===== src/verilog/ata_set_features_consts.vh =====
// constants for the set-features / set-max command decoder
// What this block does
// opcode EFH, subcommand from features, parameter sector count
// 01H forces 8-bit lanes, 81H restores 16-bit
// 02H/82H write cache; flush before disable completes
// 03H mode byte: type bits 7:3, mode 2:0
// exactly one PIO mode always selected
// decode PIO default, no-IORDY, flow-control, multiword DMA
// 05H adopts sector count as power level
// classify power levels; FFH and 00H reserved
// 85H disables advanced power management
// 0AH/8AH power level 1 commands, default enabled; the code defaults to enabled only when EXT_POWER is nonzero
// look-ahead off default; AAH on, 55H off
// 9AH sector count is quarter of current
// report supported range in cylinder low/high
// current limit resets to highest performance
// out-of-range limit accepted and clamped
// 66H/CCH control software-reset default restore
// 69H, 96H, 97H accepted as no operation
// F9H subcommand from features; 05H-FFH reserved
// unsupported subcommands aborted as invalid
`ifndef ATA_SET_FEATURES_CONSTS_VH
`define ATA_SET_FEATURES_CONSTS_VH
`define OP_SET_FEATURES 8'hEF
`define OP_SET_MAX 8'hF9
`define SF_EN8BIT 8'h01
`define SF_ENWCACHE 8'h02
`define SF_XFERMODE 8'h03
`define SF_ENAPM 8'h05
`define SF_ENXPWR 8'h09
`define SF_ENPL1 8'h0A
`define SF_DISRLA 8'h55
`define SF_DISPORDEF 8'h66
`define SF_NOP69 8'h69
`define SF_DIS8BIT 8'h81
`define SF_DISWCACHE 8'h82
`define SF_DISAPM 8'h85
`define SF_DISXPWR 8'h89
`define SF_DISPL1 8'h8A
`define SF_NOP96 8'h96
`define SF_NOP97 8'h97
`define SF_CURLIMIT 8'h9A
`define SF_LONG4 8'hBB
`define SF_ENRLA 8'hAA
`define SF_ENPORDEF 8'hCC
`define SM_OBSOLETE 8'h00
`define SM_SETPW 8'h01
`define SM_LOCK 8'h02
`define SM_UNLOCK 8'h03
`define SM_FREEZE 8'h04
`define XT_PIODEF 5'h00
`define XT_PIOFC 5'h01
`define XT_MWDMA 5'h04
`define XM_DEF 3'h0
`define XM_NOIORDY 3'h1
`define APM_MAXPERF 8'hFE
`define APM_MINNOSTBY 8'h80
`define APM_MINSTBY 8'h01
`define APM_RES_HI 8'hFF
`define APM_RES_LO 8'h00
`define LONG_BYTES_DEF 8'h04
`define PIO_MAX_MODE 3'h4
`define DMA_MAX_MODE 3'h2
`endif


===== src/verilog/ata_set_features_decoder.v =====
// set-features and set-max command decoder with feature configuration state
`timescale 1ns/10ps
`include "ata_set_features_consts.vh"
module ata_set_features_decoder #(
    parameter [7:0] CUR_MIN = 8'h04,
    parameter [7:0] CUR_MAX = 8'h0A,
    parameter EXT_POWER = 1
) (
    input wire clk,
    input wire rst_n,
    input wire cmdStrobe,
    input wire [7:0] cmdOpcode,
    input wire [7:0] featureIn,
    input wire [7:0] sectorCountIn,
    input wire softReset,
    input wire flushDone,
    output reg cmdDone,
    output reg cmdAbort,
    output reg busy,
    output reg flushReq,
    output reg mode8Bit,
    output reg assert16Cycle,
    output reg writeCacheOn,
    output reg [4:0] xferType,
    output reg [2:0] xferMode,
    output reg iordyOff,
    output reg [2:0] pioMode,
    output reg dmaOn,
    output reg [2:0] dmaMode,
    output reg apmOn,
    output reg [7:0] apmLevel,
    output reg apmStandby,
    output reg pl1On,
    output reg extPowerOn,
    output reg lookAheadOn,
    output reg [7:0] longBytes,
    output reg [7:0] curLimit,
    output reg [7:0] cylLowOut,
    output reg [7:0] cylHighOut,
    output reg cylValid,
    output reg porDefaultsOnSoft,
    output reg [3:0] setMaxSel
);
    localparam [2:0] ST_IDLE = 3'b001;
    localparam [2:0] ST_FLUSH = 3'b010;
    localparam [2:0] ST_DONE = 3'b100;
    localparam [0:0] PL1_DEF = (EXT_POWER != 0) ? 1'b1 : 1'b0;

    reg [2:0] state_reg;
    reg [2:0] state_next;
    reg abort_next;
    wire levelValid;
    wire withStandby;
    wire [7:0] clampedCur;
    wire [4:0] modeType = sectorCountIn[7:3];
    wire [2:0] modeNum = sectorCountIn[2:0];
    wire take = cmdStrobe && (state_reg == ST_IDLE);
    // software reset restores defaults only while enabled
    wire defaultsNow = softReset && porDefaultsOnSoft;

    ata_level_classifier #(
        .CUR_MIN(CUR_MIN),
        .CUR_MAX(CUR_MAX)
    ) u_class (
        .level(sectorCountIn),
        .levelValid(levelValid),
        .withStandby(withStandby),
        .clampedCur(clampedCur)
    );

    // validity of subcommand
    always @* begin
        abort_next = 1'b1;
        if (cmdOpcode == `OP_SET_FEATURES) begin
            case (featureIn)
                `SF_EN8BIT, `SF_DIS8BIT, `SF_ENWCACHE, `SF_DISWCACHE,
                `SF_ENXPWR, `SF_DISXPWR, `SF_ENPL1, `SF_DISPL1,
                `SF_DISRLA, `SF_ENRLA, `SF_LONG4, `SF_DISPORDEF, `SF_ENPORDEF,
                `SF_NOP69, `SF_NOP96, `SF_NOP97, `SF_CURLIMIT,
                `SF_DISAPM: abort_next = 1'b0;
                // level must be a defined one
                `SF_ENAPM: abort_next = !levelValid;
                // reserved types aborted
                `SF_XFERMODE: begin
                    if (modeType == `XT_PIODEF) begin
                        abort_next = (modeNum > `XM_NOIORDY);
                    end else if (modeType == `XT_PIOFC) begin
                        abort_next = (modeNum > `PIO_MAX_MODE);
                    end else if (modeType == `XT_MWDMA) begin
                        abort_next = (modeNum > `DMA_MAX_MODE);
                    end else begin
                        abort_next = 1'b1;
                    end
                end
                default: abort_next = 1'b1;
            endcase
        end else if (cmdOpcode == `OP_SET_MAX) begin
            // reserved set-max values
            abort_next = (featureIn > `SM_FREEZE) || (featureIn == `SM_OBSOLETE);
        end
    end

    // command sequencing: flush must finish before a write cache disable completes
    always @* begin
        state_next = state_reg;
        case (state_reg)
            ST_IDLE: begin
                if (take && !abort_next && cmdOpcode == `OP_SET_FEATURES &&
                    featureIn == `SF_DISWCACHE) begin
                    state_next = ST_FLUSH;
                end else if (take) begin
                    state_next = ST_DONE;
                end
            end
            // wait for flush
            ST_FLUSH: begin
                if (flushDone) begin
                    state_next = ST_DONE;
                end
            end
            ST_DONE: state_next = ST_IDLE;
            default: state_next = ST_IDLE;
        endcase
    end

    // status handshake outputs
    always @(posedge clk or negedge rst_n) begin
        if (!rst_n) begin
            state_reg <= ST_IDLE;
            cmdDone <= 1'b0;
            cmdAbort <= 1'b0;
            busy <= 1'b0;
            flushReq <= 1'b0;
            cylValid <= 1'b0;
            cylLowOut <= 8'h00;
            cylHighOut <= 8'h00;
            setMaxSel <= 4'h0;
        end else begin
            state_reg <= state_next;
            cmdDone <= (state_next == ST_DONE);
            busy <= (state_next != ST_IDLE);
            flushReq <= (state_next == ST_FLUSH);
            if (take) begin
                cmdAbort <= abort_next;
                cylValid <= 1'b0;
                setMaxSel <= 4'h0;
                // report supported range
                if (!abort_next && cmdOpcode == `OP_SET_FEATURES &&
                    featureIn == `SF_CURLIMIT) begin
                    cylLowOut <= CUR_MIN;
                    cylHighOut <= CUR_MAX;
                    cylValid <= 1'b1;
                end
                // one-hot set-max selection
                if (!abort_next && cmdOpcode == `OP_SET_MAX) begin
                    setMaxSel <= 4'h1 << (featureIn[1:0] - 2'h1);
                end
            end
        end
    end

    // configuration state; defaults other than porDefaultsOnSoft written twice, once in the reset branch and once in the soft reset branch
    always @(posedge clk or negedge rst_n) begin
        if (!rst_n) begin
            mode8Bit <= 1'b0;
            assert16Cycle <= 1'b1;
            writeCacheOn <= 1'b0;
            xferType <= `XT_PIODEF;
            xferMode <= `XM_DEF;
            iordyOff <= 1'b0;
            pioMode <= 3'h0;
            dmaOn <= 1'b0;
            dmaMode <= 3'h0;
            apmOn <= 1'b0;
            apmLevel <= `APM_MAXPERF;
            apmStandby <= 1'b0;
            pl1On <= PL1_DEF;
            extPowerOn <= 1'b0;
            lookAheadOn <= 1'b0;
            longBytes <= `LONG_BYTES_DEF;
            // highest current default
            curLimit <= CUR_MAX;
            porDefaultsOnSoft <= 1'b1;
        end else if (defaultsNow) begin
            mode8Bit <= 1'b0;
            assert16Cycle <= 1'b1;
            writeCacheOn <= 1'b0;
            xferType <= `XT_PIODEF;
            xferMode <= `XM_DEF;
            iordyOff <= 1'b0;
            pioMode <= 3'h0;
            dmaOn <= 1'b0;
            dmaMode <= 3'h0;
            apmOn <= 1'b0;
            apmLevel <= `APM_MAXPERF;
            apmStandby <= 1'b0;
            pl1On <= PL1_DEF;
            extPowerOn <= 1'b0;
            lookAheadOn <= 1'b0;
            longBytes <= `LONG_BYTES_DEF;
            curLimit <= CUR_MAX;
        end else if (take && !abort_next && cmdOpcode == `OP_SET_FEATURES) begin
            // decode features register
            case (featureIn)
                // byte-lane selection
                `SF_EN8BIT: begin
                    mode8Bit <= 1'b1;
                    assert16Cycle <= 1'b0;
                end
                `SF_DIS8BIT: begin
                    mode8Bit <= 1'b0;
                    assert16Cycle <= 1'b1;
                end
                // write cache enable
                `SF_ENWCACHE: writeCacheOn <= 1'b1;
                `SF_DISWCACHE: writeCacheOn <= 1'b0;
                // take mode byte
                `SF_XFERMODE: begin
                    xferType <= modeType;
                    xferMode <= modeNum;
                    // pio mode always held
                    if (modeType == `XT_PIODEF) begin
                        pioMode <= 3'h0;
                        iordyOff <= (modeNum == `XM_NOIORDY);
                    end else if (modeType == `XT_PIOFC) begin
                        pioMode <= modeNum;
                        iordyOff <= 1'b0;
                    end else begin
                        // multiword dma select
                        dmaOn <= 1'b1;
                        dmaMode <= modeNum;
                    end
                end
                // adopt apm level
                `SF_ENAPM: begin
                    apmOn <= 1'b1;
                    apmLevel <= sectorCountIn;
                    apmStandby <= withStandby;
                end
                // apm disable
                `SF_DISAPM: begin
                    apmOn <= 1'b0;
                    apmStandby <= 1'b0;
                end
                `SF_ENXPWR: extPowerOn <= 1'b1;
                `SF_DISXPWR: extPowerOn <= 1'b0;
                // power level 1
                `SF_ENPL1: pl1On <= 1'b1;
                `SF_DISPL1: pl1On <= 1'b0;
                // look-ahead and long bytes
                `SF_ENRLA: lookAheadOn <= 1'b1;
                `SF_DISRLA: lookAheadOn <= 1'b0;
                `SF_LONG4: longBytes <= `LONG_BYTES_DEF;
                // limit is a quarter of the current, clamped
                `SF_CURLIMIT: curLimit <= clampedCur;
                // soft reset defaults
                `SF_DISPORDEF: porDefaultsOnSoft <= 1'b0;
                `SF_ENPORDEF: porDefaultsOnSoft <= 1'b1;
                // accepted no operation
                default: curLimit <= curLimit;
            endcase
        end
    end
endmodule // ata_set_features_decoder


===== src/verilog/ata_level_classifier.v =====
// classifies an advanced power management level and clamps a current limit
`timescale 1ns/10ps
`include "ata_set_features_consts.vh"
module ata_level_classifier #(
    parameter [7:0] CUR_MIN = 8'h04,
    parameter [7:0] CUR_MAX = 8'h0A
) (
    input wire [7:0] level,
    output reg levelValid,
    output reg withStandby,
    output reg [7:0] clampedCur
);
    // level classes
    always @* begin
        levelValid = 1'b1;
        withStandby = 1'b0;
        if (level == `APM_RES_HI || level == `APM_RES_LO) begin
            levelValid = 1'b0;
        end else if (level < `APM_MINNOSTBY) begin
            withStandby = 1'b1; // 01H..7FH may enter standby
        end
    end

    // clamp out of range
    always @* begin
        if (level < CUR_MIN) begin
            clampedCur = CUR_MIN;
        end else if (level > CUR_MAX) begin
            clampedCur = CUR_MAX;
        end else begin
            clampedCur = level;
        end
    end
endmodule // ata_level_classifier


===== config.mk =====
export PLATFORM = sky130hd
export DESIGN_NAME = ata_set_features_decoder
export DESIGN_NICKNAME = d
export VERILOG_FILES = /design/src/verilog/ata_set_features_decoder.v /design/src/verilog/ata_level_classifier.v
export VERILOG_INCLUDE_DIRS = /design/src /design/src/verilog
export SDC_FILE = /design/constraint.sdc
export NUM_CORES = 1
export LEC_CHECK = 0
export BUFFER_PORTS_ARGS = -buffer_cell sky130_fd_sc_hd__buf_4
export CORE_MARGIN = 5
export CORE_UTILIZATION = 35
export DETAILED_ROUTE_END_ITERATION = 12
export GPL_ROUTABILITY_DRIVEN = 0
export RECOVER_POWER = 25
export SLEW_MARGIN = 30
export SYNTH_ARGS = -nofsm -noshare
export SYNTH_HDL_FRONTEND = slang
export SYNTH_SLANG_ARGS = --single-unit

===== constraint.sdc =====
create_clock -name clk -period 3.7 [get_ports clk]
set_clock_uncertainty 0.1 [all_clocks]
set_input_delay 0.74 -clock clk [delete_from_list [all_inputs] [get_ports clk]]
set_output_delay 0.74 -clock clk [all_outputs]
set_load 0.01 [all_outputs]

==> qor.yml <==
met3WireLength_um: 562
clock-sinks: 54
top_layer: "met4"
yosys_warnings: 0
vias: 2404
cts_hold_buffers: 0
wl_met2_um: 3340
synth_async_sr_flop_share_pct: 100
overflow: 0
final_cells: 479
rows: 33
grt_pass1_wl_um: 12300
endpoint: "lookAheadOn"
place_ws_ns: 1.10
finalCriticalPeriod_ns: 2.27
io_pins: 103
worst-path-buf-inv: 1
fmax_mhz: 441
ys_seq_area_share_pct: 45.8
hold_viol: 0
final_antenna_net_count: 0
crit_family: "compound AO/OA/AOI/OAI gates"
multi_input_area_um2: 1410
grt_use_total_pct: 14.8
path_max_fanout: 6
ys_seq_elements: 54
antenna_found_initial: 0
cts_tree: "built"
synth_compound_area_share_pct: 10.9
drive_above_1_share_pct: 33.2
critPathKind: "in -> reg"
setup_ws_ns: 1.43
slew_headroom_pct: 9.32
dieArea_um2: 10500
detail_route.wl_per_cell_um: 15.8
slowest_stage: "or4_4"
yosys.area.top_type: "dfrtp_1"
port_buffers: 81
clkTransAtPathRegs_ns: 0.10
slew_viol_final: 0
wl_met1_um: 3640
regArea_um2: 1370
worstMarginPinSlew_ns: 1.36
fin_crit_sh_pct: 61.3
p_leak_nw: 1.80
fin_tns_setup_ns: 0
die_y_um: 102
reg2reg_from: "state_reg[0]"
synth_xor_xnor_area_share_pct: 0.881
start_kind: "input pin"
crit_required_ns: 3.82
power_density_nw_per_um2: 308
place.detailed.hpwl_um: 5680
start_util_pct: 36.1
ys_top_cells_by_area: "dfrtp_1, dfstp_2, mux2i_1"
synth.most_common_cell: "dfrtp_1"
wl_um: 7580
synth_top_area_share_pct: 34.4
post_cts_buffers: 0
seqPwrFrac_pct: 53.2
peakVddDrop_mv: 0.172
maxCapViolations: 0
area_growth_pct: 22.8
clk_latency_ns: 0.31
hold_class: "reg -> reg"
reg2reg_depth: 6
fill_cells: 822
comb_power_share_pct: 10.6
via_per_inst: 5.02
rsz0062_at_grt: "no"
swShare_pct: 25.2
synth_edf_count: 0
dp.cells: 471
core_area_um2: 8260
cts_root_buf: "clkbuf_8"
cp-startpoint: "sectorCountIn[7]"
n_antenna_cell: 0
syn_inst: 304
synth_common_cells: "dfrtp_1, nand2_1, buf_4"
critPathMaxStageDelay_ns: 0.59
cp.depth: 7
cts-htree-levels: 2
crit_path_end_kind: "flop"
nets: 402
drt_iter0_markers: 91
synthMuxAreaShare_pct: 6.71
grt_pass1_vias: 2322
p_int_mw: 0.843
reg_top3: "apmLevel: 8 flops, curLimit: 8 flops, xferType: 5 flops"
grt_max_degree: 55
arrival_ns: 2.38
synthAdderAreaFrac_pct: 0
synthDistinctLibCells: 54
clkPwrFrac_pct: 36.1
synth_ff_type: "dfrtp_1"
avgSynthCellArea_um2: 9.81
finalInstanceArea_um2: 3660
drc: 0
outcome: "complete, no violations"
r2r_end: "curLimit[0]"
mappedNetlistArea_um2: 2980
cts_buffers: 5
reg2reg_slack_ns: 1.54
synth_top_family_by_area: "simple AND/OR/NAND/NOR gates"
setup_viol: 0
placed_cell_area_um2: 3550
crit_chain: "buf_4, or4_4, o22ai_2, nor2b_1, a41o_2, a21oi_2, a211oi_1"
yosys.area_share.simple_pct: 25.8
clockBufferDepth: 2
p_sw_mw: 0.284
die_x_um: 102
cts-resized-gates: 0
dr.pass1.iters: 4
finalCoreUtilization_pct: 44.4
## power groups by stage
stage          Clock, mW  Sequential (mW)  Combinational [mW]
2_1_floorplan          0            0.612              0.0801
5_1_grt            0.451            0.601               0.135
4_1_cts            0.420            0.601               0.121
6_report           0.407            0.600               0.120
3_3_place_gp           0            0.611               0.119
3_5_place_dp           0            0.611               0.120
## placed cells by master, fill, tap and decap left out, types with 2 or more instances in the layout
master	count
a21oi_1	13
a21oi_2	2
a41oi_1	2
and2_1	5
and3_1	8
and3b_1	2
and4_1	2
buf_4	83
clkbuf_8	5
conb_1	21
dfrtp_1	41
dfstp_2	12
inv_1	4
mux2i_1	20
nand2_1	38
nand2b_1	8
nand3_1	7
nand3b_1	2
nand4_1	7
nor2_1	17
nor2b_1	7
nor2b_2	2
nor3_1	7
nor4_2	2
nor4b_1	3
o211ai_1	4
o21ai_0	12
o31ai_1	5
or4_1	3
or4_4	2
xnor2_1	2
## worst min-delay path by stage
stage / start / endpoint / slack (ns) / cells after the start
final: setMaxSel[3] / setMaxSel[3] / 0.39 / 2
after global routing: setMaxSel[1] / setMaxSel[1] / 0.41 / 2
after CTS: rst_n / setMaxSel[3] / 0.39 / 1
after detailed placement: setMaxSel[3] / setMaxSel[3] / 0.37 / 2
after global placement: setMaxSel[0] / setMaxSel[0] / 0.37 / 2
after floorplan: rst_n / apmLevel[0] / 0.34 / 0
## per-layer routing
| metal | up-vias | GRT usage [%] |
|---|---|---|
| li1 | 1166 | - |
| met1 | 1145 | 22.2 |
| met2 | 89 | 22.1 |
| met3 | 4 | 3.89 |
| met4 | 0 | 2.02 |
| met5 | - | 0 |
## area by class of cell
cell class | instances | share of cell area [%]
Clock buffer | 5 | 1.88
Clock inverter | 3 | 1.20
Inverter | 4 | 0.410
Multi-Input combinational cell | 224 | 38.5
Sequential cell | 54 | 37.3
Tap cell | 105 | 3.59
Timing Repair Buffer | 84 | 17.1
## worst min-delay path, stage by stage (launching register included)
cell     delay (ns)
dfrtp_1        0.36
nand2_1        0.05
o31ai_1        0.05
## metrics by stage
stage               hold WS [ns]  total power [mW]
finish                     0.389              1.13
global route               0.410              1.19
CTS                        0.387              1.14
detailed placement         0.370             0.732
global placement           0.372             0.730
floorplan                  0.344             0.692
## cell families after synthesis
family / Yosys count
muxes: 20
DFF: 54
buffers and inverters: 45
and+or+nand+nor: 133
AOI/OAI and AO/OA: 47
other: 2
xor gates and xnor gates: 3
Power figures use the tool's default switching activity.
